**src/verilog/pcs_consts.svh**
```systemverilog
// Constants for the program counter and return stack unit.
// Assumes inclusion by bare name from package and modules.
// Function
// - 13-bit counter, low byte readable and writable
// - Upper bits seen only on pc, loaded via latch, vector or stack
// - Any reset clears upper counter bits
// - Low byte write copies latch bits 4:0
// - Call or jump: opcode 11 bits, latch 4:3
// - Eight by 13-bit stack, hidden pointer
// - Push on call or interrupt branch
// - Returns pop full 13-bit counter
// - Push and pop leave latch unchanged
// - Stack wraps, overwriting oldest entries in turn
// - No overflow or underflow indication at all
// - 8K word space in 2K pages
`ifndef PCS_CONSTS_SVH
`define PCS_CONSTS_SVH
`define PCS_PC_W 13
`define PCS_LOW_W 8
`define PCS_UP_W 5
`define PCS_JMP_W 11
`define PCS_PAGE_W 2
`define PCS_STK_DEPTH 8
`define PCS_PTR_W 3
`define PCS_PC_RST 13'h0000
`define PCS_LATCH_RST 8'h00
`define PCS_PTR_RST 3'h0
`define PCS_PAGE_LSB 3
`endif

```
**src/verilog/pcs_pkg.sv**
```systemverilog
// Types shared by the program counter unit and its stack.
// Assumes the constants header is on the include path.
`include "pcs_consts.svh"
package pcs_pkg;
  typedef logic [`PCS_PC_W-1:0] pcs_addr_t;
  typedef logic [`PCS_PTR_W-1:0] pcs_ptr_t;
  // One-hot operation codes for the current instruction cycle
  typedef enum logic [5:0] {
    PCS_OP_NEXT = 6'h01,
    PCS_OP_WLOW = 6'h02,
    PCS_OP_JUMP = 6'h04,
    PCS_OP_CALL = 6'h08,
    PCS_OP_INTR = 6'h10,
    PCS_OP_RET  = 6'h20
  } pcs_op_t;
endpackage

```
**src/verilog/pcs_stack_if.sv**
```systemverilog
// Interface between the counter unit and its stack memory.
// Assumes both ends run on one clock.
`timescale 1ns/1ps
interface pcs_stack_if;
  logic wr_en;
  logic [2:0] wr_ptr;
  logic [12:0] wr_data;
  logic [2:0] rd_ptr;
  logic [12:0] rd_data;
  modport ctl (output wr_en, output wr_ptr, output wr_data,
    output rd_ptr, input rd_data);
  modport mem (input wr_en, input wr_ptr, input wr_data,
    input rd_ptr, output rd_data);
endinterface

```
**src/verilog/pcs_stack_mem.sv**
```systemverilog
// Eight-entry return address memory with registered read.
// Assumes the controller presents the read pointer one cycle early.
`timescale 1ns/1ps
`include "pcs_consts.svh"
module pcs_stack_mem (
  input wire logic clk,
  pcs_stack_if.mem sif
);
  import pcs_pkg::*;
  // ----------------------------------------
  // Storage
  // ----------------------------------------
  typedef struct packed {
    logic [`PCS_STK_DEPTH-1:0][`PCS_PC_W-1:0] ent;
    logic [`PCS_PC_W-1:0] rd;
  } pcs_mem_st_t;
  pcs_mem_st_t st_r;
  pcs_mem_st_t st_nxt;
  // Write one entry, read the top entry; outside program and data space
  always_comb begin
    st_nxt = st_r;
    st_nxt.rd = st_r.ent[sif.rd_ptr];
    if (sif.wr_en) begin
      st_nxt.ent[sif.wr_ptr] = sif.wr_data;
    end
  end
  // No reset on contents; stale entries pop silently
  always_ff @(posedge clk) begin
    st_r <= st_nxt;
  end
  assign sif.rd_data = st_r.rd;
endmodule

```
**src/verilog/pcs_core.sv**
```systemverilog
// Program counter and return address stack of the core.
// Assumes decoder gives one operation per instruction cycle on clk.
`timescale 1ns/1ps
`include "pcs_consts.svh"
module pcs_core (
  input wire logic clk,
  input wire logic resetn,
  input wire pcs_pkg::pcs_op_t op,
  input wire logic [7:0] low_wr_data,
  input wire logic [10:0] jump_target,
  input wire logic [12:0] vector_addr,
  input wire logic latch_wr,
  input wire logic [7:0] latch_wr_data,
  output logic [12:0] pc,
  output logic [7:0] counter_low_byte_reg,
  output logic [7:0] high_address_holding_latch
);
  import pcs_pkg::*;
  // ----------------------------------------
  // State
  // ----------------------------------------
  typedef struct packed {
    pcs_addr_t pc;
    logic [7:0] latch;
    pcs_ptr_t ptr;
    logic pop_pend;
  } pcs_st_t;
  pcs_st_t st_r;
  pcs_st_t st_nxt;
  logic [`PCS_UP_W-1:0] up_bits;
  pcs_stack_if sif();
  pcs_stack_mem u_mem (
    .clk(clk),
    .sif(sif)
  );
  assign up_bits = st_r.latch[`PCS_UP_W-1:0];
  // ----------------------------------------
  // Next state
  // ----------------------------------------
  // The stack read is registered, so a return takes the popped value
  // one cycle later; the decoder idles that cycle (op NEXT ignored).
  always_comb begin
    st_nxt = st_r;
    st_nxt.pop_pend = 1'b0;
    sif.wr_en = 1'b0;
    sif.wr_data = st_r.pc + 13'h0001;
    sif.wr_ptr = st_r.ptr;
    sif.rd_ptr = st_r.ptr - 3'h1;
    if (latch_wr) begin
      st_nxt.latch = latch_wr_data;
    end
    if (st_r.pop_pend) begin
      st_nxt.pc = sif.rd_data;
    end else begin
      case (op)
        PCS_OP_NEXT: begin
          st_nxt.pc = st_r.pc + 13'h0001;
        end
        PCS_OP_WLOW: begin
          st_nxt.pc = {up_bits, low_wr_data};
        end
        PCS_OP_JUMP: begin
          st_nxt.pc = {st_r.latch[4:`PCS_PAGE_LSB], jump_target};
        end
        PCS_OP_CALL: begin
          sif.wr_en = 1'b1;
          st_nxt.ptr = st_r.ptr + 3'h1;
          st_nxt.pc = {st_r.latch[4:`PCS_PAGE_LSB], jump_target};
        end
        PCS_OP_INTR: begin
          sif.wr_en = 1'b1;
          sif.wr_data = st_r.pc;
          st_nxt.ptr = st_r.ptr + 3'h1;
          st_nxt.pc = vector_addr;
        end
        PCS_OP_RET: begin
          // Underflow wraps with no flag; latch untouched
          st_nxt.ptr = st_r.ptr - 3'h1;
          st_nxt.pop_pend = 1'b1;
        end
        default: begin
          st_nxt.pc = st_r.pc;
        end
      endcase
    end
  end
  // Any reset clears the whole counter, upper bits included
  always_ff @(posedge clk or negedge resetn) begin
    if (!resetn) begin
      st_r.pc <= `PCS_PC_RST;
      st_r.latch <= `PCS_LATCH_RST;
      st_r.ptr <= `PCS_PTR_RST;
      st_r.pop_pend <= 1'b0;
    end else begin
      st_r <= st_nxt;
    end
  end
  // ----------------------------------------
  // Outputs
  // ----------------------------------------
  // The low byte is exported as the readable register; pc also exports all 13 counter bits
  assign pc = st_r.pc;
  assign counter_low_byte_reg = st_r.pc[`PCS_LOW_W-1:0];
  assign high_address_holding_latch = st_r.latch;
endmodule

```
**config.mk**
```make
export PLATFORM = sky130hd
export DESIGN_NAME = pcs_core
export DESIGN_NICKNAME = d
export VERILOG_FILES = /design/src/verilog/pcs_pkg.sv /design/src/verilog/pcs_stack_if.sv /design/src/verilog/pcs_stack_mem.sv /design/src/verilog/pcs_core.sv
export VERILOG_INCLUDE_DIRS = /design/src /design/src/verilog
export SDC_FILE = /design/constraint.sdc
export NUM_CORES = 1
export LEC_CHECK = 0
export ABC_AREA = 1
export BUFFER_PORTS_ARGS = -buffer_cell sky130_fd_sc_hd__buf_2
export CAP_MARGIN = 20
export CELL_PAD_IN_SITES_DETAIL_PLACEMENT = 0
export CELL_PAD_IN_SITES_GLOBAL_PLACEMENT = 1
export CORE_UTILIZATION = 51
export CTS_BUF_LIST = sky130_fd_sc_hd__clkbuf_4
export DETAILED_ROUTE_END_ITERATION = 12
export HOLD_SLACK_MARGIN = 0.08
export PLACE_DENSITY = 0.95
export SLEW_MARGIN = 40
export SYNTH_ARGS = -nofsm -noshare
export SYNTH_HDL_FRONTEND = slang
export SYNTH_SLANG_ARGS = --single-unit
export TNS_END_PERCENT = 100
```
**constraint.sdc**
```tcl
create_clock -name clk -period 4.6 [get_ports clk]
set_input_delay 0.69 -clock clk [delete_from_list [all_inputs] [get_ports clk]]
set_output_delay 0.69 -clock clk [all_outputs]
set_load 0.005 [all_outputs]
```
# [After elaboration in Yosys (flattened, before gate mapping)]
# Index checks and enable logic that the tools add are counted.
[classes] addsub=3 order_cmp=3 n_eq_ne=6 muxes=14 n_bitwise=1 reduce_logical=6
[ops] operator="104-bit bitwise mux" n=1
[ops] operator="13-bit 2-to-1 mux" n=5
[ops] operator="13-bit one-hot mux with 4 select lines" n=1
[ops] operator="13-bit binary-select mux with 3-bit select" n=1
[ops] operator="13-bit demux with 3-bit select" n=1
[ops] operator="13-bit by 1-bit adder with 13-bit output, second input constant" n=1
[ops] operator="3-bit by 4-bit less-than comparator with 1-bit output, second input constant" n=2
[ops] operator="6-bit by 1-bit equality test with 1-bit output, second input constant" n=1
[ops] operator="6-bit by 2-bit equality test with 1-bit output, second input constant" n=1
[ops] operator="6-bit by 3-bit equality test with 1-bit output, second input constant" n=1
[ops] operator="6-bit by 4-bit equality test with 1-bit output, second input constant" n=1
[ops] operator="6-bit by 5-bit equality test with 1-bit output, second input constant" n=1
[ops] operator="6-bit equality test, second input constant" n=1
[ops] operator="3-bit one-hot mux with 2 select lines" n=1
[ops] operator="5-bit nonzero test" n=1
[ops] operator="1-bit 2-to-1 mux" n=4
[ops] operator="2-bit OR reduction" n=2
[ops] operator="3-bit by 1-bit adder with 3-bit output, second input constant" n=1
[ops] operator="3-bit by 1-bit greater-or-equal comparator with 1-bit output, second input constant" n=1
[ops] operator="3-bit by 1-bit subtractor with 3-bit output, second input constant" n=1
[ops] operator="2-bit AND reduction" n=1
[ops] operator="2-bit nonzero test" n=1
[ops] operator="1-bit logical AND" n=1
[ops] operator="1-bit inverter" n=1
[word_totals] reg_bits=142 inputBits=49 elab_cells=46

# [Depth between registers and ports, before layout]
# Gate-level depths: netlist of the first run.
[logic_depth] depth_word=5 mapped_depth=11 ltp_nobuf=10

# [By module]
# From an unflattened synthesis of the first run, not the netlist that was laid out.
[hier_totals] hier_cells=881 area_unflattened_um2=7482.2
[by_module_without_submodules] module="pcs_stack_mem" n_inst=1 cells_each=493 area_each_um2=4982.3 seq_area_each_um2=3383.2
[by_module_without_submodules] module="pcs_core" n_inst=1 cells_each=388 area_each_um2=2499.9 seq_area_each_um2=625.6

# [Worst setup path before layout of the first run]
# OpenSTA, ideal clock, no wires.
[synth_path] path_type="input -> register" start="input op[2]" end="register u_mem.st_r[78] (netlist bit), enable pin" setup_ns=0.400 t_arrival_ns=2.298 required_time_ns=4.200 slack_ns=1.902 stages=7 n_path_buf=0 path_cell_list="nor2_4 > nand3_4 > nand2_1 > nand2_1 > inv_2 > nand2_2 > nor3_1"
[synth_between] elab_chain_len=4
[synth_rtl] element="from (decl)" line_no="pcs_core.sv:8" text="input wire pcs_pkg::pcs_op_t op,"
[synth_rtl] element="6-bit by 5-bit equality test with 1-bit output / 6-bit by 4-bit equality test with 1-bit output (equally long branches)" line_no="pcs_core.sv:55" text="case (op)"
[synth_rtl] element="2-bit OR reduction (no source line) *"
[synth_rtl] element="1-bit 2-to-1 mux *" line_no="pcs_core.sv:55"
[synth_rtl] element="1-bit 2-to-1 mux *" line_no="pcs_core.sv:52" text="if (st_r.pop_pend) begin"
[synth_rtl] element="to (signal assigned)" line_no="pcs_stack_mem.sv:29" text="st_r <= st_nxt;"
[synth_rtl] element="to (decl)" line_no="pcs_stack_mem.sv:17" text="pcs_mem_st_t st_r;"
# Every way passes the cells marked *; elsewhere a longest branch is shown, timed or not.
# A chain may end at the register's enable or synchronous reset.

# [Final worst setup path of the first run]
[layout_path] start="register st_r[0] (netlist bit)" end="register u_mem.st_r[111] (netlist bit), enable pin"
[layout_between] elab_chain_len=1
[layout_rtl] element="from (decl)" line_no="pcs_core.sv:28" text="pcs_st_t st_r;"
[layout_rtl] element="from (signal assigned)" line_no="pcs_core.sv:95" text="st_r <= st_nxt;"
[layout_rtl] element="1-bit 2-to-1 mux" line_no="pcs_core.sv:52"
# Every way passes these cells.

==> flow_metrics.py, run 1 <==
metrics = {
    "outcome": {
        "status": "complete, no violations",
    },
    "final_layout": {
        "syn_to_final_growth_pct": 8.63,
        "nNetsFinal": 796,
        "drive_above_1_share": 0.218,
        "antennaDiodeCount": 0,
        "final_common_cell": "nand2_1",
        "final_area_um2": 7400,
        "layout_common_cells": "183 x nand2_1, 115 x nor2_1, 104 x edfxtp_1",
        "postLayoutCoreUtil": 0.577,
    },
    "clocking": {
        "clk_pin_slew_ns": 0.13,
        "root_buffer": "clkbuf_4",
        "post_cts_buffers": 0,
        "cts_hold_buffers": 0,
        "clockBufferDepth": 2,
        "clock_latency_ns": 0.55,
        "cts_sinks": 142,
        "numCtsBuffers": 17,
        "cts_resized": 0,
        "cts_tree": "built",
        "cts_max_level": 4,
    },
    "power": {
        "combPwrFrac": 0.393,
        "power_frac_seq": 0.423,
        "pwr-share-clk": 0.183,
        "power_density_nw_per_um2": 564,
        "internal-power_uw": 2460,
        "sw_frac_of_total": 0.410,
        "p_leak_uw": 0.00309,
        "peakVddDrop_uv": 268,
        "power.switching_uw": 1710,
    },
    "floorplan": {
        "core_um2": 12800,
        "pin_count": 78,
        "die_h_um": 118,
        "die_w_um": 118,
        "dieArea_um2": 13800,
        "rows": 41,
        "initial_utilization": 0.531,
    },
    "drt": {
        "ant_nets": 0,
        "drc": 0,
        "wl_per_cell_um": 15.9,
        "vias_per_cell": 5.26,
        "vias": 4884,
        "first_pass_iters": 5,
        "drtIter0Drc": 359,
        "routed_wl_um": 14800,
    },
    "sta": {
        "slew_headroom": 0.499,
        "finalCriticalPeriod_ns": 2.57,
        "fin_crit_sh": 0.560,
        "slew_viol_final": 0,
        "finalClockSkew_ns": 0.0158,
        "rsz0062_at_grt": "false",
        "fin_tns_setup_ns": 0,
        "finalSetupViolCount": 0,
        "max_slew.worst_pin.slew_ns": 0.746,
        "timing.fmax_mhz": 389,
        "hold_viol": 0,
    },
    "worst_setup_path": {
        "required_ns": 4.79,
        "crit_path_max_fanout": 19,
        "cp.buffers_inverters": 2,
        "crit_path_start": "st_r[0]",
        "cp_slowest_cell": "nor3_4",
        "start_kind": "register",
        "critPathArrivalTime_ns": 2.76,
        "critPathTopFamily": "simple AND/OR/NAND/NOR gates",
        "critPathMaxStageDelay_ns": 0.59,
        "critical_path.cell_chain": "inv_1 -> nand2_1 -> inv_2 -> nand2_2 -> nor3_4",
        "r2r-start": "st_r[0]",
        "crit_type": "register to register",
        "worstSetupEndpointType": "register",
    },
    "synth": {
        "synth_seq_cells": 142,
        "netlist_instances": 704,
        "ys_types": 31,
        "yosysWarnings": 0,
        "synth_nets": 756,
        "synth.avg_cell_area_um2": 9.68,
        "seq_area_frac_synth": 0.588,
        "synthesis.area_um2": 6810,
    },
    "grt": {
        "grt_pass1_vias": 4733,
        "track_usage": 0.223,
        "grt_pass1_wl_um": 23700,
        "gr-total-overflow": 0,
        "antenna_found_initial": 1,
        "grt_max_degree": 56,
    },
    "job": {
        "maxCapViolations": 0,
    },
    "placement": {
        "io_buffers": 77,
        "hpwlAfterDp_um": 10600,
        "place_area_um2": 7120,
        "place.gp.congestion": 0.890,
    },
    "hold_path": {
        "worstHoldPathType": "input port to asynchronous set/reset pin",
    },
}
-- layout make-up --
cell class | instances | area (µm²)
clock buffers | 19 | 143
clock inverters | 13 | 133
fillers | 1131 | 5420
inverters | 34 | 128
multi-input cells | 468 | 2360
flip-flops and latches | 142 | 4010
well taps | 172 | 215
repair buffers | 81 | 415
-- power by group through the flow --
stage | combinational (µW) | sequential, µW | clock, µW
after floorplan | 1230 | 1730 | 0
after global placement | 1560 | 1790 | 0
after detailed placement | 1620 | 1790 | 0
after CTS | 1630 | 1770 | 781
after global routing | 1850 | 1790 | 826
final | 1640 | 1770 | 764
-- state kept, by name, indices dropped and copies added (netlist names) --
name / cells
high_address_holding_latch: 8
pc: 13
sif.wr_ptr: 3
st_r: 1
u_mem.sif.rd_data: 13
u_mem.st_r: 104
-- cells in the mapped netlist, drive strengths merged --
library cell,number,share of area
nand2,188,0.11
nor2,136,0.088
edfxtp,104,0.46
buf,44,0.046
o21ai,39,0.030
nand3,35,0.029
inv,34,0.019
o32ai,26,0.033
dfrtp,25,0.092
clkbuf,16,0.0088
dfxtp,13,0.038
nand4,9,0.0083
a31oi,8,0.0073
mux2,8,0.013
xor2,6,0.0077
nor3,4,0.0029
ha,3,0.0055
o21bai,2,0.0022
xnor2,2,0.0026
nand3b,1,0.0011
or2,1,0.00092
-- layer usage --
metal / track usage / wire [µm]
met4: 0.0817 / 265
met1: 0.290 / 6610
met5: 0 / 12
met2: 0.363 / 7030
met3: 0.0533 / 850
-- worst register-to-register path: stages, from the launching register on --
cell	delay (ns)
dfrtp_1	0.57
inv_1	0.58
nand2_1	0.23
inv_2	0.11
nand2_2	0.14
nor3_4	0.59
-- per-stage QoR --
| stage | cells | setup WS (ns) | hold WS (ns) | power, µW |
|---|---|---|---|---|
| global placement | 897 | 1.61 | 0.488 | 3350 |
| floorplan | 704 | 1.90 | 0.394 | 2960 |
| detailed placement | 897 | 1.76 | 0.494 | 3410 |
| global route | 929 | 1.88 | 0.152 | 4460 |
| finish | 929 | 2.03 | 0.138 | 4180 |
| CTS | 929 | 1.90 | 0.128 | 4180 |
-- path summary, 6_finish.rpt --
path	slack, ns	to	cells past startpoint
setup reg to reg	2.03	u_mem.st_r[111]	5
hold / removal	0.14	high_address_holding_latch[1]	1
hold reg to reg	0.53	high_address_holding_latch[6]	1
min in group clk	0.36	high_address_holding_latch[4]	2
max in group asynchronous	4.04	sif.wr_ptr[0]	1
setup / recovery	2.03	u_mem.st_r[111]	5
-- cell families after synthesis --
| logic type | Yosys count | share of synthesized area |
|---|---|---|
| AND/OR/NAND/NOR | 374 | 0.236 |
| flip-flops | 142 | 0.588 |
| buffers and inverters | 94 | 0.0738 |
| AO/OA/AOI/OAI | 75 | 0.0733 |
| XOR/XNOR | 8 | 0.0103 |
| multiplexers | 8 | 0.0132 |
| adder cells (fa/ha/maj) | 3 | 0.00551 |
(Power assumes the default switching activity.)
==> inputs of run 2 (changes only) <==
- ABC_AREA: 1 -> 0
- CORE_UTILIZATION: 51 -> 50
- PLACE_DENSITY: 0.95 -> 0.89
- clock period: 4.6 -> 2.45 ns (I/O delays scaled with it)
==> run 2 against run 1 <==
Effect of this change: register-to-register slack worse by 1.8 ns; global-route usage down 0.92 points; power up 80%; flip-flop and latch count unchanged; maximum frequency up 18%; setup slack worse by 1.8 ns; sequential power up 94%; cell count down 25%; synthesized area down 4.3%; clock skew up 0.0052 ns; largest power group unchanged.
==> flow_metrics.py, run 2 <==
metrics = {
    "outcome": {
        "status": "complete, no violations",
    },
    "synth": {
        "synth_edf_count": 104,
        "ys_types": 46,
        "synth_area_leaders": "edfxtp_1 48%, dfrtp_1 9.6%, mux4_2 9.0%, dfxtp_1 4.0%, mux2_2 3.8%",
        "yosys.area.top_type_share": 0.479,
        "synth.most_common_cell": "edfxtp_1",
        "synthFlopType": "edfxtp_1",
        "synth_seq_cells": 142,
        "synth.avg_cell_area_um2": 14.7,
        "ys_top_cells_by_count": "104 x edfxtp_1, 32 x buf_4, 26 x mux4_2",
        "yosysWarnings": 0,
        "synth_top_area_cell": "edfxtp_1",
        "synthesis.area_um2": 6520,
        "seq_area_frac_synth": 0.615,
        "netlist_instances": 445,
        "synth_compound_area_frac": 0.0650,
        "synthAdderAreaFrac": 0.00576,
        "muxShareOfSynthArea": 0.128,
        "synth_top_family_by_area": "multiplexers",
        "synthArstFlopShare": 0.176,
        "synth_xor_area_frac": 0.0403,
        "synth-simple-area-share": 0.0781,
        "synth_nets": 497,
    },
    "grt": {
        "antenna_found_initial": 1,
        "gr-total-overflow": 0,
        "grt_pass1_wl_um": 20700,
        "grt_max_degree": 29,
        "grt_pass1_vias": 3842,
        "track_usage": 0.214,
    },
    "final_layout": {
        "regMostFlops": "u_mem.st_r",
        "final_area_um2": 7270,
        "layout_common_cells": "104 x edfxtp_1, 77 x buf_2, 26 x mux4_2",
        "final_common_cell": "edfxtp_1",
        "postLayoutCoreUtil": 0.573,
        "syn_to_final_growth_pct": 11.4,
        "nNetsFinal": 566,
        "largest_register_ff_count": 104,
        "drive_above_1_share": 0.359,
        "fillCellCount": 954,
    },
    "worst_setup_path": {
        "reg2regPathDepth": 5,
        "r2r_end": "u_mem.st_r[51]",
        "r2r-start": "pc[6]",
        "crit_type": "register to register",
        "worstSetupEndpointType": "register",
        "required_ns": 2.70,
        "rrSetupSlack_ns": 0.26,
        "crit_path_max_fanout": 8,
        "critPathArrivalTime_ns": 2.43,
        "start_kind": "register",
    },
    "clocking": {
        "cts_max_level": 4,
        "clk_pin_slew_ns": 0.13,
        "clockBufferDepth": 2,
        "root_buffer": "clkbuf_4",
        "numCtsBuffers": 17,
        "post_cts_buffers": 0,
        "cts_hold_buffers": 9,
        "cts_sinks": 142,
        "clock_latency_ns": 0.53,
        "cts_resized": 0,
        "cts_tree": "built",
    },
    "drt": {
        "drtIter0Drc": 321,
        "drc": 0,
        "wl_per_cell_um": 19.3,
        "vias_per_cell": 5.65,
        "ant_nets": 0,
        "vias": 3952,
        "first_pass_iters": 4,
        "routed_wl_um": 13500,
    },
    "placement": {
        "hpwlAfterDp_um": 9140,
        "place.gp.congestion": 0.797,
        "io_buffers": 77,
        "place_area_um2": 6920,
    },
    "power": {
        "power_frac_seq": 0.457,
        "peakVddDrop_uv": 505,
        "power_density_nw_per_um2": 1030,
        "p_leak_uw": 0.00271,
        "power.switching_uw": 2480,
        "combPwrFrac": 0.361,
        "sw_frac_of_total": 0.331,
        "pwr-share-clk": 0.182,
        "power_uw": 7500,
        "internal-power_uw": 5010,
    },
    "floorplan": {
        "die_w_um": 116,
        "die_h_um": 116,
        "dieArea_um2": 13500,
        "rows": 41,
        "initial_utilization": 0.515,
        "pin_count": 78,
        "core_um2": 12700,
    },
    "sta": {
        "finalCriticalPeriod_ns": 2.19,
        "timing.fmax_mhz": 457,
        "hold_viol": 0,
        "finalSetupViolCount": 0,
        "rsz0062_at_grt": "false",
        "slew_headroom": 0.485,
        "finalClockSkew_ns": 0.0210,
        "max_slew.worst_pin.slew_ns": 0.767,
        "whs_ns": 0.189,
        "fin_crit_sh": 0.893,
        "fin_tns_setup_ns": 0,
        "slew_viol_final": 0,
    },
    "hold_path": {
        "worstHoldPathType": "input port to register",
        "min_to": "pc[11]",
        "min_from": "vector_addr[11]",
        "min_path_cells": 3,
    },
    "job": {
        "maxCapViolations": 0,
    },
}
==> run 2: logic make-up (layout without fill, tap and decap cells) <==
family                   after synthesis  in the layout
other                                  0              1
flip-flops                           142            142
AO/OA/AOI/OAI                         55             55
buffers and inverters                 71            152
adder cells (fa/ha/maj)                3              3
AND/OR/NAND/NOR                       96             96
multiplexers                          48             48
XOR/XNOR                              30             30
==> run 2: how the worst max path moves through the flow <==
stage | start | endpoint | slack [ns] | cells past startpoint
6_report | pc[6] | u_mem.st_r[51] | 0.26 | 5
5_1_grt | pc[6] | u_mem.st_r[77] | 0.15 | 5
4_1_cts | pc[6] | u_mem.st_r[103] | 0.28 | 5
3_5_place_dp | op[3] | u_mem.st_r[35] | 0.17 | 6
3_3_place_gp | op[3] | u_mem.st_r[31] | 0.33 | 6
2_1_floorplan | st_r[0] | u_mem.st_r[26] | 0.03 | 5
==> run 2: metal layers <==
layer  part of all wire  global-route usage
met1               0.43               0.267
met2               0.50               0.360
met3              0.055              0.0457
met4              0.020              0.0932
met5                  0                   0
==> run 2: critical path: stages, from the launching register on <==
cell	delay [ns]
dfrtp_1	0.52
nand3_1	0.26
nor3_1	0.34
nand2_1	0.10
nor3_1	0.20
xor2_1	0.49
==> run 2: power groups by stage <==
stage	clock, µW	combinational [µW]	sequential, µW
final	1360	2710	3430
after global routing	1490	2940	3470
after CTS	1390	2720	3420
after detailed placement	0	2690	3480
after global placement	0	2590	3470
after floorplan	0	2160	3340
==> run 2: area by class of cell <==
type                       count  area, µm²  area share
antenna                        1       2.50    0.000344
clock buffer                  19        143      0.0196
clock inverter                12        114      0.0157
inverter                      12       45.0     0.00620
multi-input combinational    232       2080       0.286
sequential                   142       4010       0.552
tap                          172        215      0.0296
timing repair buffer         109        661      0.0909
==> run 2: metrics by stage <==
stage / std cells / setup WS [ns]
finish: 699 / 0.261
global route: 699 / 0.149
global placement: 658 / 0.326
CTS: 698 / 0.279
floorplan: 445 / 0.0283
detailed placement: 658 / 0.165
